`src/common/seq_pkg.sv`:
```
// Constants, types and decoders for the start-up delay sequencer
// Contract
// - Check stored configuration for about 5-10 ms.
// - Then sample strap pins before declaring ready.
// - Accept bus and enable only after loading.
// - Ignore enable and bus while loading.
// - Restore command repeats the stored-configuration check.
// - Delay timer starts when enable asserts.
// - Delays below 2 ms become 2 ms.
// - Longer delays wait the full configured time.
// - After delay, ramp over strap-selected ramp time.
// - Ramp strictly monotonic with fixed slope.
// - Two three-level pins select nine delays.
// - Tied-on enable still waits for loading stages.
// - Precise delay timing only when config bit set.
// - Trim mode maps second pin to target table.
// - Trim mode when 110k sensed on pin a.
// - Strap pins read only at start-up or restore.
package seq_pkg;

    localparam int CLK_PERIOD_NS = 10;
    localparam int MS_NS         = 1000000;
    localparam int MS_CYCLES     = (MS_NS + CLK_PERIOD_NS - 1) / CLK_PERIOD_NS;

    localparam logic [7:0] MEMCHK_MS  = 8'h08;
    localparam logic [7:0] MIN_DLY_MS = 8'h02;

    localparam logic [3:0] RAMP_MS_LOW  = 4'h0;
    localparam logic [3:0] RAMP_MS_OPEN = 4'h5;
    localparam logic [3:0] RAMP_MS_HIGH = 4'hA;

    localparam logic [1:0] PIN_LOW  = 2'h0;
    localparam logic [1:0] PIN_OPEN = 2'h1;
    localparam logic [1:0] PIN_HIGH = 2'h2;

    localparam logic [4:0] TRIM_LAST = 5'h1A;

    typedef enum logic [2:0] {
        ST_MEMCHK  = 3'h0,
        ST_PINSAMP = 3'h1,
        ST_READY   = 3'h3,
        ST_DELAY   = 3'h2,
        ST_RAMP    = 3'h6,
        ST_ON      = 3'h7
    } seq_state_e;

    function automatic logic [1:0] pin_level(input logic [1:0] p);
        pin_level = (p == 2'h3) ? PIN_HIGH : p;
    endfunction

    function automatic logic [7:0] delay_decode(input logic [1:0] row,
                                                input logic [1:0] col);
        case ({pin_level(row), pin_level(col)})
            4'h0:    delay_decode = 8'h00;
            4'h1:    delay_decode = 8'h01;
            4'h2:    delay_decode = 8'h02;
            4'h4:    delay_decode = 8'h05;
            4'h5:    delay_decode = 8'h0A;
            4'h6:    delay_decode = 8'h14;
            4'h8:    delay_decode = 8'h32;
            4'h9:    delay_decode = 8'h64;
            4'hA:    delay_decode = 8'hC8;
            default: delay_decode = 8'h00;
        endcase
    endfunction

    function automatic logic [12:0] std_vout(input logic [1:0] row,
                                             input logic [1:0] col);
        case ({pin_level(row), pin_level(col)})
            4'h0:    std_vout = 13'h0258;
            4'h1:    std_vout = 13'h0320;
            4'h2:    std_vout = 13'h03E8;
            4'h4:    std_vout = 13'h04B0;
            4'h5:    std_vout = 13'h05DC;
            4'h6:    std_vout = 13'h0708;
            4'h8:    std_vout = 13'h09C4;
            4'h9:    std_vout = 13'h0CE4;
            4'hA:    std_vout = 13'h1388;
            default: std_vout = 13'h0258;
        endcase
    endfunction

    function automatic logic [12:0] trim_vout(input logic [4:0] idx);
        case (idx)
            5'h00: trim_vout = 13'h02BC;
            5'h01: trim_vout = 13'h02F0;
            5'h02: trim_vout = 13'h02F6;
            5'h03: trim_vout = 13'h02FD;
            5'h04: trim_vout = 13'h0304;
            5'h05: trim_vout = 13'h0316;
            5'h06: trim_vout = 13'h0320;
            5'h07: trim_vout = 13'h0335;
            5'h08: trim_vout = 13'h0342;
            5'h09: trim_vout = 13'h0350;
            5'h0A: trim_vout = 13'h0370;
            5'h0B: trim_vout = 13'h0383;
            5'h0C: trim_vout = 13'h0397;
            5'h0D: trim_vout = 13'h03C5;
            5'h0E: trim_vout = 13'h03DF;
            5'h0F: trim_vout = 13'h03E8;
            5'h10: trim_vout = 13'h044C;
            5'h11: trim_vout = 13'h0486;
            5'h12: trim_vout = 13'h04B0;
            5'h13: trim_vout = 13'h04E2;
            5'h14: trim_vout = 13'h05DC;
            5'h15: trim_vout = 13'h0685;
            5'h16: trim_vout = 13'h0708;
            5'h17: trim_vout = 13'h08F7;
            5'h18: trim_vout = 13'h09CA;
            5'h19: trim_vout = 13'h0CE4;
            default: trim_vout = 13'h1388;
        endcase
    endfunction

    function automatic logic [3:0] ramp_decode(input logic [1:0] p);
        case (pin_level(p))
            PIN_LOW:  ramp_decode = RAMP_MS_LOW;
            PIN_OPEN: ramp_decode = RAMP_MS_OPEN;
            default:  ramp_decode = RAMP_MS_HIGH;
        endcase
    endfunction

endpackage

```
`src/ramp_gen.sv`:
```
// Monotonic reference ramp from zero to target in millisecond steps
`timescale 1ns/100ps
module ramp_gen
    import seq_pkg::*;
(
    input  wire logic        clock,      // System clock
    input  wire logic        rst_n,      // Async reset, active low
    input  wire logic        start,      // Pulse: begin ramp
    input  wire logic        abort,      // Pulse: drop reference to zero
    input  wire logic        tick,       // Millisecond tick
    input  wire logic [3:0]  ramp_ms,    // Ramp time in ms
    input  wire logic [12:0] target_mv,  // Final reference
    output logic      [12:0] ref_mv,     // Present reference
    output logic             done        // Level: reference at target
);

    logic [12:0] ref_r;
    logic [12:0] goal_r;
    logic [12:0] step_r;
    logic [3:0]  elapsed_r;
    logic        run_r;
    logic        done_r;

    assign ref_mv = ref_r;
    assign done   = done_r;

    // Fixed step per ms; last step lands exactly on target
    always_ff @(posedge clock or negedge rst_n) begin
        if (!rst_n) begin
            ref_r     <= 13'h0000;
            goal_r    <= 13'h0000;
            step_r    <= 13'h0000;
            elapsed_r <= 4'h0;
            run_r     <= 1'b0;
            done_r    <= 1'b0;
        end else if (abort) begin
            ref_r  <= 13'h0000;
            run_r  <= 1'b0;
            done_r <= 1'b0;
        end else if (start) begin
            goal_r    <= target_mv;
            step_r    <= (ramp_ms == RAMP_MS_OPEN) ? target_mv / 13'h5
                                                   : target_mv / 13'hA;
            elapsed_r <= 4'h0;
            if (ramp_ms == RAMP_MS_LOW) begin
                ref_r  <= target_mv;
                run_r  <= 1'b0;
                done_r <= 1'b1;
            end else begin
                ref_r  <= 13'h0000;
                run_r  <= 1'b1;
                done_r <= 1'b0;
            end
        end else if (run_r && tick) begin
            if (elapsed_r + 4'h1 >= ramp_ms) begin
                ref_r  <= goal_r;
                run_r  <= 1'b0;
                done_r <= 1'b1;
            end else begin
                ref_r     <= ref_r + step_r;
                elapsed_r <= elapsed_r + 4'h1;
            end
        end
    end
endmodule

```
`src/startup_delay_sequencer.sv`:
```
// Start-up sequencer: memory check, strap sampling, delay and ramp
`timescale 1ns/100ps
module startup_delay_sequencer
    import seq_pkg::*;
#(
    parameter int MS_CYCLES_P = MS_CYCLES  // Clock cycles per millisecond
)(
    input  wire logic        clock,                  // 100 MHz clock
    input  wire logic        rst_n,                  // Power-on reset, low
    input  wire logic        enable_in,              // Enable, active high
    input  wire logic        bus_restore,            // Pulse: restore cmd
    input  wire logic        bus_delay_wr,           // Pulse: write delay
    input  wire logic [7:0]  bus_delay_ms,           // Delay written, ms
    input  wire logic        precise_delay_en,       // Misc config bit
    input  wire logic        nvm_valid,              // Stored delay exists
    input  wire logic [7:0]  nvm_delay_ms,           // Stored delay, ms
    input  wire logic [1:0]  delay_select_pin_a,     // Column level
    input  wire logic [1:0]  delay_select_pin_b,     // Row level
    input  wire logic [1:0]  ramp_select_pin,        // Ramp time level
    input  wire logic [1:0]  voltage_select_pin_a,   // Vout column level
    input  wire logic [1:0]  voltage_select_pin_b,   // Vout row level
    input  wire logic        voltage_select_pin_a_trim, // 110k sensed
    input  wire logic [4:0]  voltage_select_pin_b_code, // Trim index
    input  wire logic        alt_trim_standard,      // 1 alt, 0 base trim
    output logic             ready,                  // Bus/enable accepted
    output logic             ramp_active,            // Ramp in progress
    output logic             output_on,              // Ramp complete
    output logic      [2:0]  seq_state,              // State code
    output logic      [7:0]  delay_cfg_ms,           // Configured delay
    output logic      [12:0] vout_target_mv,         // Target voltage
    output logic      [12:0] vout_ref_mv,            // Ramp reference
    output logic             trim_mode,              // Trim mode latched
    output logic             trim_alt                // Alt standard latched
);

    localparam int TICK_W = $clog2(MS_CYCLES_P + 1);
    localparam logic [TICK_W-1:0] TICK_LAST = TICK_W'(MS_CYCLES_P - 1);

    seq_state_e        state_r;
    seq_state_e        state_nxt;
    logic [TICK_W-1:0] tick_cnt_r;
    logic              tick;
    logic [7:0]        phase_cnt_r;
    logic [7:0]        dly_cfg_r;
    logic [7:0]        pin_dly_r;
    logic              nvm_hit_r;
    logic [7:0]        nvm_dly_r;
    logic              precise_r;
    logic [3:0]        ramp_ms_r;
    logic [12:0]       target_r;
    logic              trim_mode_r;
    logic              trim_alt_r;
    logic [7:0]        eff_dly;
    logic [8:0]        dly_goal;
    logic              accept;
    logic              enter_memchk;
    logic              enter_delay;
    logic              ramp_start;
    logic              ramp_abort;
    logic              ramp_done;

    assign accept = (state_r == ST_READY) || (state_r == ST_DELAY) ||
                    (state_r == ST_RAMP)  || (state_r == ST_ON);
    assign tick   = (tick_cnt_r == TICK_LAST);
    assign eff_dly = (dly_cfg_r < MIN_DLY_MS) ? MIN_DLY_MS
                                              : dly_cfg_r;
    // Ordinary timing adds one tick so that a free tick never shortens it
    assign dly_goal = precise_r ? {1'b0, eff_dly}
                                : {1'b0, eff_dly} + 9'h001;

    assign enter_memchk = (state_nxt == ST_MEMCHK) && (state_r != ST_MEMCHK);
    assign enter_delay  = (state_nxt == ST_DELAY) && (state_r != ST_DELAY);
    assign ramp_start   = (state_r == ST_DELAY) && (state_nxt == ST_RAMP);
    assign ramp_abort   = ((state_r == ST_RAMP) || (state_r == ST_ON)) &&
                          (state_nxt != ST_RAMP) && (state_nxt != ST_ON);

    // Sequence: memory check, pin sample, ready, delay, ramp, on
    always_comb begin
        state_nxt = state_r;
        case (state_r)
            ST_MEMCHK: begin
                if (tick && (phase_cnt_r == MEMCHK_MS - 8'h01)) begin
                    state_nxt = ST_PINSAMP;
                end
            end
            ST_PINSAMP: begin
                state_nxt = ST_READY;
            end
            ST_READY: begin
                if (bus_restore) begin
                    state_nxt = ST_MEMCHK;
                end else if (enable_in) begin
                    state_nxt = ST_DELAY;
                end
            end
            ST_DELAY: begin
                if (bus_restore) begin
                    state_nxt = ST_MEMCHK;
                end else if (!enable_in) begin
                    state_nxt = ST_READY;
                end else if (tick &&
                             ({1'b0, phase_cnt_r} + 9'h001 >= dly_goal)) begin
                    state_nxt = ST_RAMP;
                end
            end
            ST_RAMP: begin
                if (bus_restore) begin
                    state_nxt = ST_MEMCHK;
                end else if (!enable_in) begin
                    state_nxt = ST_READY;
                end else if (ramp_done) begin
                    state_nxt = ST_ON;
                end
            end
            ST_ON: begin
                if (bus_restore) begin
                    state_nxt = ST_MEMCHK;
                end else if (!enable_in) begin
                    state_nxt = ST_READY;
                end
            end
            default: state_nxt = ST_MEMCHK;
        endcase
    end

    always_ff @(posedge clock or negedge rst_n) begin
        if (!rst_n) begin
            state_r <= ST_MEMCHK;
        end else begin
            state_r <= state_nxt;
        end
    end

    // Millisecond prescaler, realigned at check start and precise delay
    always_ff @(posedge clock or negedge rst_n) begin
        if (!rst_n) begin
            tick_cnt_r <= '0;
        end else if (enter_memchk ||
                     (enter_delay && precise_delay_en)) begin
            tick_cnt_r <= '0;
        end else if (tick) begin
            tick_cnt_r <= '0;
        end else begin
            tick_cnt_r <= tick_cnt_r + TICK_W'(1);
        end
    end

    // Milliseconds spent in the present state
    always_ff @(posedge clock or negedge rst_n) begin
        if (!rst_n) begin
            phase_cnt_r <= 8'h00;
        end else if (state_nxt != state_r) begin
            phase_cnt_r <= 8'h00;
        end else if (tick && (phase_cnt_r != 8'hFF)) begin
            phase_cnt_r <= phase_cnt_r + 8'h01;
        end
    end

    always_ff @(posedge clock or negedge rst_n) begin
        if (!rst_n) begin
            precise_r <= 1'b0;
        end else if (enter_delay) begin
            precise_r <= precise_delay_en;
        end
    end

    // Stored values caught at the end of the memory check
    always_ff @(posedge clock or negedge rst_n) begin
        if (!rst_n) begin
            nvm_hit_r <= 1'b0;
            nvm_dly_r <= 8'h00;
        end else if ((state_r == ST_MEMCHK) &&
                     (state_nxt == ST_PINSAMP)) begin
            nvm_hit_r <= nvm_valid;
            nvm_dly_r <= nvm_delay_ms;
        end
    end

    // Straps read only in the sampling state
    always_ff @(posedge clock or negedge rst_n) begin
        if (!rst_n) begin
            pin_dly_r   <= 8'h00;
            ramp_ms_r   <= RAMP_MS_LOW;
            target_r    <= 13'h0000;
            trim_mode_r <= 1'b0;
            trim_alt_r  <= 1'b0;
        end else if (state_r == ST_PINSAMP) begin
            pin_dly_r   <= delay_decode(delay_select_pin_b,
                                        delay_select_pin_a);
            ramp_ms_r   <= ramp_decode(ramp_select_pin);
            trim_mode_r <= voltage_select_pin_a_trim;
            trim_alt_r  <= alt_trim_standard;
            if (voltage_select_pin_a_trim) begin
                target_r <= (voltage_select_pin_b_code > TRIM_LAST)
                            ? trim_vout(TRIM_LAST)
                            : trim_vout(voltage_select_pin_b_code);
            end else begin
                target_r <= std_vout(voltage_select_pin_b,
                                     voltage_select_pin_a);
            end
        end
    end

    // Delay setting: stored value wins over straps, bus writes after ready
    always_ff @(posedge clock or negedge rst_n) begin
        if (!rst_n) begin
            dly_cfg_r <= 8'h00;
        end else if (state_r == ST_PINSAMP) begin
            dly_cfg_r <= nvm_hit_r ? nvm_dly_r
                                   : delay_decode(delay_select_pin_b,
                                                  delay_select_pin_a);
        end else if (accept && bus_delay_wr) begin
            dly_cfg_r <= bus_delay_ms;
        end
    end

    ramp_gen u_ramp (
        .clock     (clock),
        .rst_n     (rst_n),
        .start     (ramp_start),
        .abort     (ramp_abort),
        .tick      (tick),
        .ramp_ms   (ramp_ms_r),
        .target_mv (target_r),
        .ref_mv    (vout_ref_mv),
        .done      (ramp_done)
    );

    assign ready          = accept;
    assign ramp_active    = (state_r == ST_RAMP);
    assign output_on      = (state_r == ST_ON);
    assign seq_state      = state_r;
    assign delay_cfg_ms   = dly_cfg_r;
    assign vout_target_mv = target_r;
    assign trim_mode      = trim_mode_r;
    assign trim_alt       = trim_alt_r;
endmodule

```
`config.mk`:
```
export PLATFORM = sky130hd
export DESIGN_NAME = startup_delay_sequencer
export DESIGN_NICKNAME = d
export VERILOG_FILES = /design/src/common/seq_pkg.sv /design/src/ramp_gen.sv /design/src/startup_delay_sequencer.sv
export SDC_FILE = /design/constraint.sdc
export NUM_CORES = 1
export LEC_CHECK = 0
export BUFFER_PORTS_ARGS = -buffer_cell sky130_fd_sc_hd__buf_2
export CAP_MARGIN = 0
export CORE_ASPECT_RATIO = 1.75
export CORE_MARGIN = 3
export CORE_UTILIZATION = 50
export CTS_CLUSTER_SIZE = 14
export DETAILED_ROUTE_END_ITERATION = 6
export PLACE_DENSITY = 0.77
export SKIP_LAST_GASP = 1
export SLEW_MARGIN = 20
export SYNTH_ARGS = -nofsm -noshare
export SYNTH_HDL_FRONTEND = slang
export SYNTH_HIERARCHICAL = 1
export SYNTH_SLANG_ARGS = --single-unit
```
`constraint.sdc`:
```
create_clock -name clock -period 50.5 [get_ports clock]
set_clock_uncertainty 0.05 [all_clocks]
set_input_delay 5.05 -clock clock [delete_from_list [all_inputs] [get_ports clock]]
set_output_delay 5.05 -clock clock [all_outputs]
set_load 0.005 [all_outputs]
```
# After elaboration in Yosys (flattened, before gate mapping)
# Memories as Yosys holds them, arrays and structs flattened.
# Cells that the tools add are included.
[op_classes]
reduce_logical = 30
div_mod_pow = 2
n_addsub = 6
eq_ne = 23
order_cmp = 4
n_mux = 48
n_bitwise = 1
[op_table]
columns = ["cell", "n"]
rows = [
  ["two-way mux 13 bit", 8],
  ["two-way mux 8 bit", 6],
  ["two-way mux 17 bit", 2],
  ["two-way mux 3 bit", 11],
  ["adder 8 x 1 -> 9 bit, second input constant", 2],
  ["one-hot mux 3 bit (6 select lines)", 1],
  ["adder 17 x 1 -> 17 bit, second input constant", 1],
  ["equality test 17 bit, second input constant", 1],
  ["adder 13 bit", 1],
  ["divider 13 x 3 -> 13 bit, second input constant", 1],
  ["divider 13 x 4 -> 13 bit, second input constant", 1],
  ["logical AND 1 bit", 12],
  ["two-way mux 4 bit", 3],
  ["equality test 2 bit, second input constant", 5],
  ["two-way mux 1 bit", 10],
  ["two-way mux 2 bit", 5],
  ["equality test 3 x 2 -> 1 bit, second input constant", 3],
  ["equality test 3 bit, second input constant", 3],
  ["greater-or-equal comparator 9 bit", 1],
  ["two-way mux 9 bit", 1],
  ["nonzero test 3 bit", 3],
  ["adder 8 x 1 -> 8 bit, second input constant", 1],
  ["equality test 8 x 3 -> 1 bit, second input constant", 1],
  ["less-than comparator 8 x 2 -> 1 bit, second input constant", 1],
  ["other kinds (20)", 30],
]
[word_totals]
wordCells = 134
memories = 3
romBits = 720
out_inout_bits = 42
ff_bits = 110
inputBits = 40
[memory_table]
columns = ["memory", "words", "width", "rd", "rd_ports_with_merged_regs", "wr", "line_no", "rtl"]
rows = [
  ["(name not given)", 32, 13, 1, 0, 0, "seq_pkg.sv:84", "case (idx)"],
  ["(name not given)", 16, 11, 1, 0, 0, "seq_pkg.sv:69", "case ({pin_level(row), pin_level(col)})"],
  ["(name not given)", 16, 8, 1, 0, 0, "seq_pkg.sv:53", "case ({pin_level(row), pin_level(col)})"],
]

# Longest topological paths before layout
# Gate-level depths: netlist (run 1).
[depth]
word_depth = 15
mapped_depth = 105
mapped_depth_nobuf = 99

# Hierarchy
# The synthesis (run 1) kept the hierarchy.
[modules_own_cells]
columns = ["module", "cells_per_inst", "instances", "area_each_um2", "seq_area_each_um2"]
rows = [
  ["ramp_gen", 719, 1, 5714.2, 1101.1],
  ["startup_delay_sequencer", 478, 1, 4260.3, 1576.5],
]

# Worst setup path before layout (run 1)
# Ideal clock, no wire load.
[synth_timing]
kind = "flip-flop to flip-flop"
from = "register ramp_ms_r[1]"
to = "register u_ramp.step_r[0]"
setup_slack_ps = 29936
arrival_ps = 20388
required_time_ps = 50324
path_stages_with_launch = 97
n_path_buf = 4
setup_time_ps = 126
synth_period_minus_slack_ps = 20564
path_cell_list = "dfrtp_1 > nand4bb_1 > buf_2 > clkinv_2 > a31oi_1 > nor2_1 > ha_1 > nor4bb_1 > and4_1 > buf_2 > or4_4 > nand2_1 > ha_1 > or3_1 > o221ai_2 > or3_1 > o21ai_0 > ha_1 > (+61 left out) > nand2_1 > o31ai_1 > ha_1 > o21ai_0 > nand2_1 > and2_1 > or3_1 > or4_4 > nor2_1 > mux2_2 > ha_1 > nor2b_1 > o21ai_0 > o211ai_1 > a41oi_1 > nand3_1 > a221o_1 > o32a_1"
[synth_rtl]
columns = ["element", "line_no", "rtl"]
rows = [
  ["start, declared", "startup_delay_sequencer.sv:49", "logic [3:0] ramp_ms_r;"],
  ["start signal, assigned", "startup_delay_sequencer.sv:190", "ramp_ms_r <= ramp_decode(ramp_select_pin);"],
  ["end signal, assigned", "ramp_gen.sv:42", "step_r <= (ramp_ms == RAMP_MS_OPEN) ? target_mv / 13'h5"],
  ["end, declared", "ramp_gen.sv:19", "logic [12:0] step_r;"],
]

==> results.yml, run 1 <==
status:
  outcome: "finished, final reports clean"
clock_network:
  tritoncts: "yes"
  hold_buffers: 0
  cts.reportedPaths.clkPinSlew_ps: 70
  cts_buffer_depth: 2
  numCtsBuffers: 9
  cts_resized: 0
  cts-root-buf: "clkbuf_16"
  clock_sinks: 107
  htreeDepth: 3
  clock_latency_ps: 350
  post_cts_buffers: 0
synth:
  ys.flop_type: "dfrtp_1"
  async_flop_share_pct: 100
  syn_area_um2: 9970
  ys_ff_latch: 107
  yosys-top-cells-count: "127 x nand2_1, 107 x dfrtp_1, 106 x nor2_1"
  yosysSeqAreaShare_pct: 26.8
  ys.warnings.count: 6
  synth.distinct_cells: 95
  synthCells: 1197
  synth.top_cell.area_share_pct: 26.8
  synth_top_area_cell: "dfrtp_1"
  syn_avg_cell_area_um2: 8.33
  synth_edf_count: 0
  yosysMostFrequentCell: "nand2_1"
  synth_area_leaders: "dfrtp_1 27%, ha_1 10%, nand2_1 4.8%"
  syn_nets: 1321
setup_path:
  path_class: "reg -> reg"
  cp_common_cell: "ha_1"
  critPathMaxStageDelay_ps: 550
  cpMaxStageDelayCell: "or4_4"
  worstPathMaxFanout: 29
  critPathBufInv: 4
  cp.arrival_ps: 23240
  end_kind: "register"
  start_kind: "register"
  crit_family: "compound AO/OA/AOI/OAI gates"
  r2r_setup_slack_ps: 27430
  worstPathRequired_ps: 50680
sta:
  drv_slew: 0
  period_minus_slack_ps: 23070
  maxSlewHeadroom_pct: 35.5
  fin_tns_setup_ps: 0
  hold_viol_final: 0
  worst_pin_slew_ps: 966
  setup_viol: 0
  rsz0062_at_grt: "false"
  fin_crit_sh_pct: 45.7
  timing.hold.ws_ps: 434
  max_freq_mhz: 43.4
drt:
  ant_nets: 0
  vias: 9235
  dr.pass1.iters: 5
  drt_wl_total_um: 26200
  vias_per_cell: 6.22
  dr.first_iter.drc_count: 588
  post_drt_wl_per_cell_um: 17.7
  drc: 0
worst_hold_path:
  hp-class: "reg -> reg"
job:
  maxCapViolations: 0
finish:
  area_growth_pct: 8.47
  final_util_pct: 55.9
  nets: 1363
  num_antenna_cells: 0
  drive_above_1_share_pct: 14.5
global_routing:
  grt_usage_pct: 24.1
  antenna_found_initial: 0
  grt_pass1_wl_um: 43100
  grt_pass1_vias: 9171
  grt_max_degree: 73
  grt_overflow_total: 0
place:
  gp_congestion: 0.901
  portBuffers: 81
  dpl.hpwl_um: 20300
floorplan:
  fp.dieW_um: 113
  pin_count: 82
  die-area_um2: 21700
  coreArea_um2: 19400
  num_rows: 67
  dieHeight_um: 193
  start_util_pct: 51.5
-- final cells by class --
| cell class | count | area (um^2) |
|---|---|---|
| clock inverters | 6 | 73.8 |
| well taps | 241 | 302 |
| clock buffers | 10 | 229 |
| repair buffers | 87 | 453 |
| multi-input cells | 992 | 6930 |
| fillers | 1726 | 8550 |
| inverters | 42 | 159 |
| flip-flops and latches | 107 | 2680 |
-- flip-flops by register name, indices dropped and copies added (netlist names), 4 cells and up --
name / count
u_ramp/elapsed_r: 4
u_ramp/ref_mv: 13
u_ramp/goal_r: 13
tick_cnt_r: 17
vout_target_mv: 13
phase_cnt_r: 8
u_ramp/step_r: 12
nvm_dly_r: 8
delay_cfg_ms: 8
-- layer usage --
layer | GRT usage (%) | part of all wire (%) | vias up
met3 | 2.51 | 3.6 | 101
met5 | 0 | 0 | -
met2 | 45.5 | 53 | 282
li1 | - | - | 4483
met4 | 14.2 | 5.6 | 0
met1 | 25.3 | 38 | 4369
-- layout by cell type, fill, tap and decap left out, types with 5 or more instances in the layout --
cell type	synthesis	final
and2_1	8	8
o21bai_1	6	6
nor4_1	9	9
o22ai_1	5	5
nand2_1	127	127
a211oi_1	17	16
mux2i_1	32	32
o211a_1	6	6
nor3b_1	5	5
mux2_4	11	11
a22o_1	15	15
o211ai_1	11	11
mux2_2	24	24
nand4_1	7	7
nor2_1	106	106
buf_4	1	7
inv_1	41	41
or3_1	15	15
clkbuf_16	0	9
dfrtp_1	107	107
or2_2	11	11
buf_2	6	80
a2bb2oi_1	5	5
nand3_1	23	23
o21a_1	19	19
nor2b_1	17	17
o31ai_1	8	8
ha_1	83	83
and3_1	10	10
a31oi_1	7	7
o21ai_0	94	94
o32a_1	5	5
a21oi_1	70	70
xor2_1	25	25
a21o_1	19	19
a22oi_1	6	6
xnor2_1	37	37
nor3_1	45	44
nand2b_1	16	16
-- worst min-delay path, stage by stage (launching register included) --
cell,delay [ps]
dfrtp_1,340
nand2_1,50
o21ai_0,60
-- per-stage QoR --
step / instance area [um^2] / cells / setup WS [ps]
2_1_floorplan: 9970 / 1197 / 29940
3_3_place_gp: 10500 / 1469 / 28390
3_5_place_dp: 10500 / 1469 / 27750
4_1_cts: 10800 / 1485 / 27680
5_1_grt: 10800 / 1485 / 25350
6_report: 10800 / 1485 / 27430
-- logic make-up after synthesis --
family                     count (synthesis)  share of synthesized area (%)
and+or+nand+nor                          432                           21.7
AOI/OAI and AO/OA                        344                           23.5
DFF                                      107                           26.8
buffers and inverters                     98                           3.89
adders and majority gates                 86                           10.8
muxes                                     68                           7.80
xor gates and xnor gates                  62                           5.44
-- worst paths after layout --
path | start | end | depth (start not counted)
min in group asynchronous | rst_n | delay_cfg_ms[6]$_DFFE_PN0P_ | 1
setup / recovery | ramp_ms_r[1]$_DFFE_PN0N_ | u_ramp/step_r[0]$_DFFE_PN0P_ | 94
setup reg to reg | ramp_ms_r[1]$_DFFE_PN0N_ | u_ramp/step_r[0]$_DFFE_PN0P_ | 94
hold reg to reg | u_ramp/goal_r[3]$_DFFE_PN0P_ | u_ramp/goal_r[3]$_DFFE_PN0P_ | 2
hold / removal | u_ramp/goal_r[3]$_DFFE_PN0P_ | u_ramp/goal_r[3]$_DFFE_PN0P_ | 2
max in group asynchronous | rst_n | u_ramp/goal_r[2]$_DFFE_PN0P_ | 2
Power of run 1 is not shown: default switching activity piles up to over one toggle a cycle in this logic, so the estimate is an artifact.
==> inputs of run 2 (changes only) <==
==> constraint.sdc (replaced) <==
create_clock -name clock -period 22.5 [get_ports clock]
set_clock_uncertainty 0.05 [all_clocks]
set_input_delay 2.25 -clock clock [delete_from_list [all_inputs] [get_ports clock]]
set_output_delay 2.25 -clock clock [all_outputs]
set_load 0.005 [all_outputs]
==> run 2 against run 1 <==
Effect of this change:
- routed wire length is 0.69% higher
- worst hold slack worse by 1.1 ps
- global-route usage hardly changed
- sequential share of layout area decreased by 0.47 points
- via count up 0.41%
- first-iteration DRC count shrank 13%
- cell count is 0.61% higher
- register-to-register slack got worse by 26000 ps
- clock-buffer cell count increased by 1
- largest cell class unchanged
==> results.yml, run 2 (synthesis results as in run 1) <==
finish:
  fillers: 1709
  nets: 1372
  area_growth_pct: 10.5
  layout_commonest_cell: "nand2_1"
  num_antenna_cells: 0
  final_cells: 1494
  largest_reg_flops: 17
  drive_above_1_share_pct: 16.9
  final_cell_mix: "125 x nand2_1, 107 x dfrtp_1, 103 x nor2_1"
  largest-register: "tick_cnt_r"
place:
  gp_congestion: 0.954
  portBuffers: 81
  dp.cells: 1471
  dpl.hpwl_um: 20200
sta:
  maxSlewHeadroom_pct: 27.3
  hold_viol_final: 0
  max_freq_mhz: 47.2
  period_minus_slack_ps: 21190
  fin_crit_sh_pct: 94.2
  worst_pin_slew_ps: 1080
  setup_viol: 0
  drv_slew: 0
drt:
  post_drt_wl_per_cell_um: 17.7
  ant_nets: 0
  vias: 9273
  dr.first_iter.drc_count: 511
  drc: 0
  drt_wl_total_um: 26400
  dr.pass1.iters: 6
  vias_per_cell: 6.21
job:
  maxCapViolations: 0
global_routing:
  grt_usage_pct: 24.1
  antenna_found_initial: 0
  grt_pass1_vias: 8981
  grt_overflow_total: 0
  grt_max_degree: 74
  grt_pass1_wl_um: 43300
floorplan:
  num_rows: 67
  start_util_pct: 51.5
  coreArea_um2: 19400
  fp.dieW_um: 113
  pin_count: 82
  dieHeight_um: 193
  die-area_um2: 21700
clock_network:
  hold_buffers: 0
  htreeDepth: 3
  cts.reportedPaths.clkPinSlew_ps: 70
  cts_buffer_depth: 2
  tritoncts: "yes"
  clock_sinks: 107
  cts-root-buf: "clkbuf_16"
  numCtsBuffers: 9
  clock_latency_ps: 350
setup_path:
  path_class: "reg -> reg"
  end_kind: "register"
  cpMaxStageDelayCell: "or4_4"
  worstPathRequired_ps: 22680
  cp_common_cell: "ha_1"
  cp.arrival_ps: 21380
  start_kind: "register"
  critPathMaxStageDelay_ps: 580
  worstPathMaxFanout: 16
worst_hold_path:
  hp-class: "reg -> reg"
status:
  outcome: "finished, final reports clean"
run 2: cell count changes in the layout (fill, tap and decap cells not counted), sizes merged:
cell / delta
clkbuf: +1
clkinvlp: -2
bufinv: +1
buf: +9
run 2: metal layers:
metal / global-route usage (%) / vias up / share of wire [%]
li1: - / 4496 / -
met2: 45.3 / 259 / 53
met5: 0 / - / 0
met1: 26.1 / 4432 / 38
met4: 13.6 / 0 / 5.4
met3: 2.04 / 86 / 3.4
run 2: timing repair:
| action | in CTS | in global routing |
|---|---|---|
| buffers inserted | 1 | 6 |
| endpoints found under the hold margin | 0 | 0 |
| resized for setup | 1 | 34 |
| setup endpoints to repair | 1 | 2 |
| pin swaps | 1 | 4 |
run 2: layout make-up:
| class | instances | area, um^2 | share of cell area, % |
|---|---|---|---|
| multi-input cells | 992 | 7040 | 63.9 |
| inverters | 42 | 159 | 1.44 |
| clock inverters | 5 | 82.6 | 0.749 |
| well taps | 241 | 302 | 2.73 |
| flip-flops and latches | 107 | 2680 | 24.3 |
| repair buffers | 96 | 520 | 4.72 |
| clock buffers | 11 | 243 | 2.20 |
run 2: critical path: cells and delay by family (launching register included):
kind	cells	cell delay, ps
AOI/OAI and AO/OA	42	8070
and+or+nand+nor	31	7020
adders and majority gates	12	3390
muxes	6	1730
DFF	1	420
buffers and inverters	3	400
run 2: worst paths after layout:
kind                                                      to                          from  slack, ps  depth (start not counted)
max in group asynchronous           tick_cnt_r[10]$_DFF_PN0_                         rst_n      19350                          2
min in group asynchronous        delay_cfg_ms[2]$_DFFE_PN0P_                         rst_n       1790                          1
worst min register to register  u_ramp/goal_r[7]$_DFFE_PN0P_  u_ramp/goal_r[7]$_DFFE_PN0P_        430                          2
worst max-delay path            u_ramp/step_r[0]$_DFFE_PN0P_      ramp_ms_r[1]$_DFFE_PN0N_       1310                         94
worst max register to register  u_ramp/step_r[0]$_DFFE_PN0P_      ramp_ms_r[1]$_DFFE_PN0N_       1310                         94
worst min-delay path            u_ramp/goal_r[7]$_DFFE_PN0P_  u_ramp/goal_r[7]$_DFFE_PN0P_        430                          2
run 2: stage by stage:
stage	cell area (um^2)	hold slack [ps]	util [%]	setup slack (ps)	TNS, ps
final	11000	433	56.9	1310	0
after CTS	10900	438	56.1	29.6	0
after global routing	11000	466	56.9	-62.0	-62.0
after floorplan	9970	399	-	1940	0
after detailed placement	10500	422	54.4	-122	-122
after global placement	10500	411	54.3	608	0
Power of run 2 is left out for the same reason.
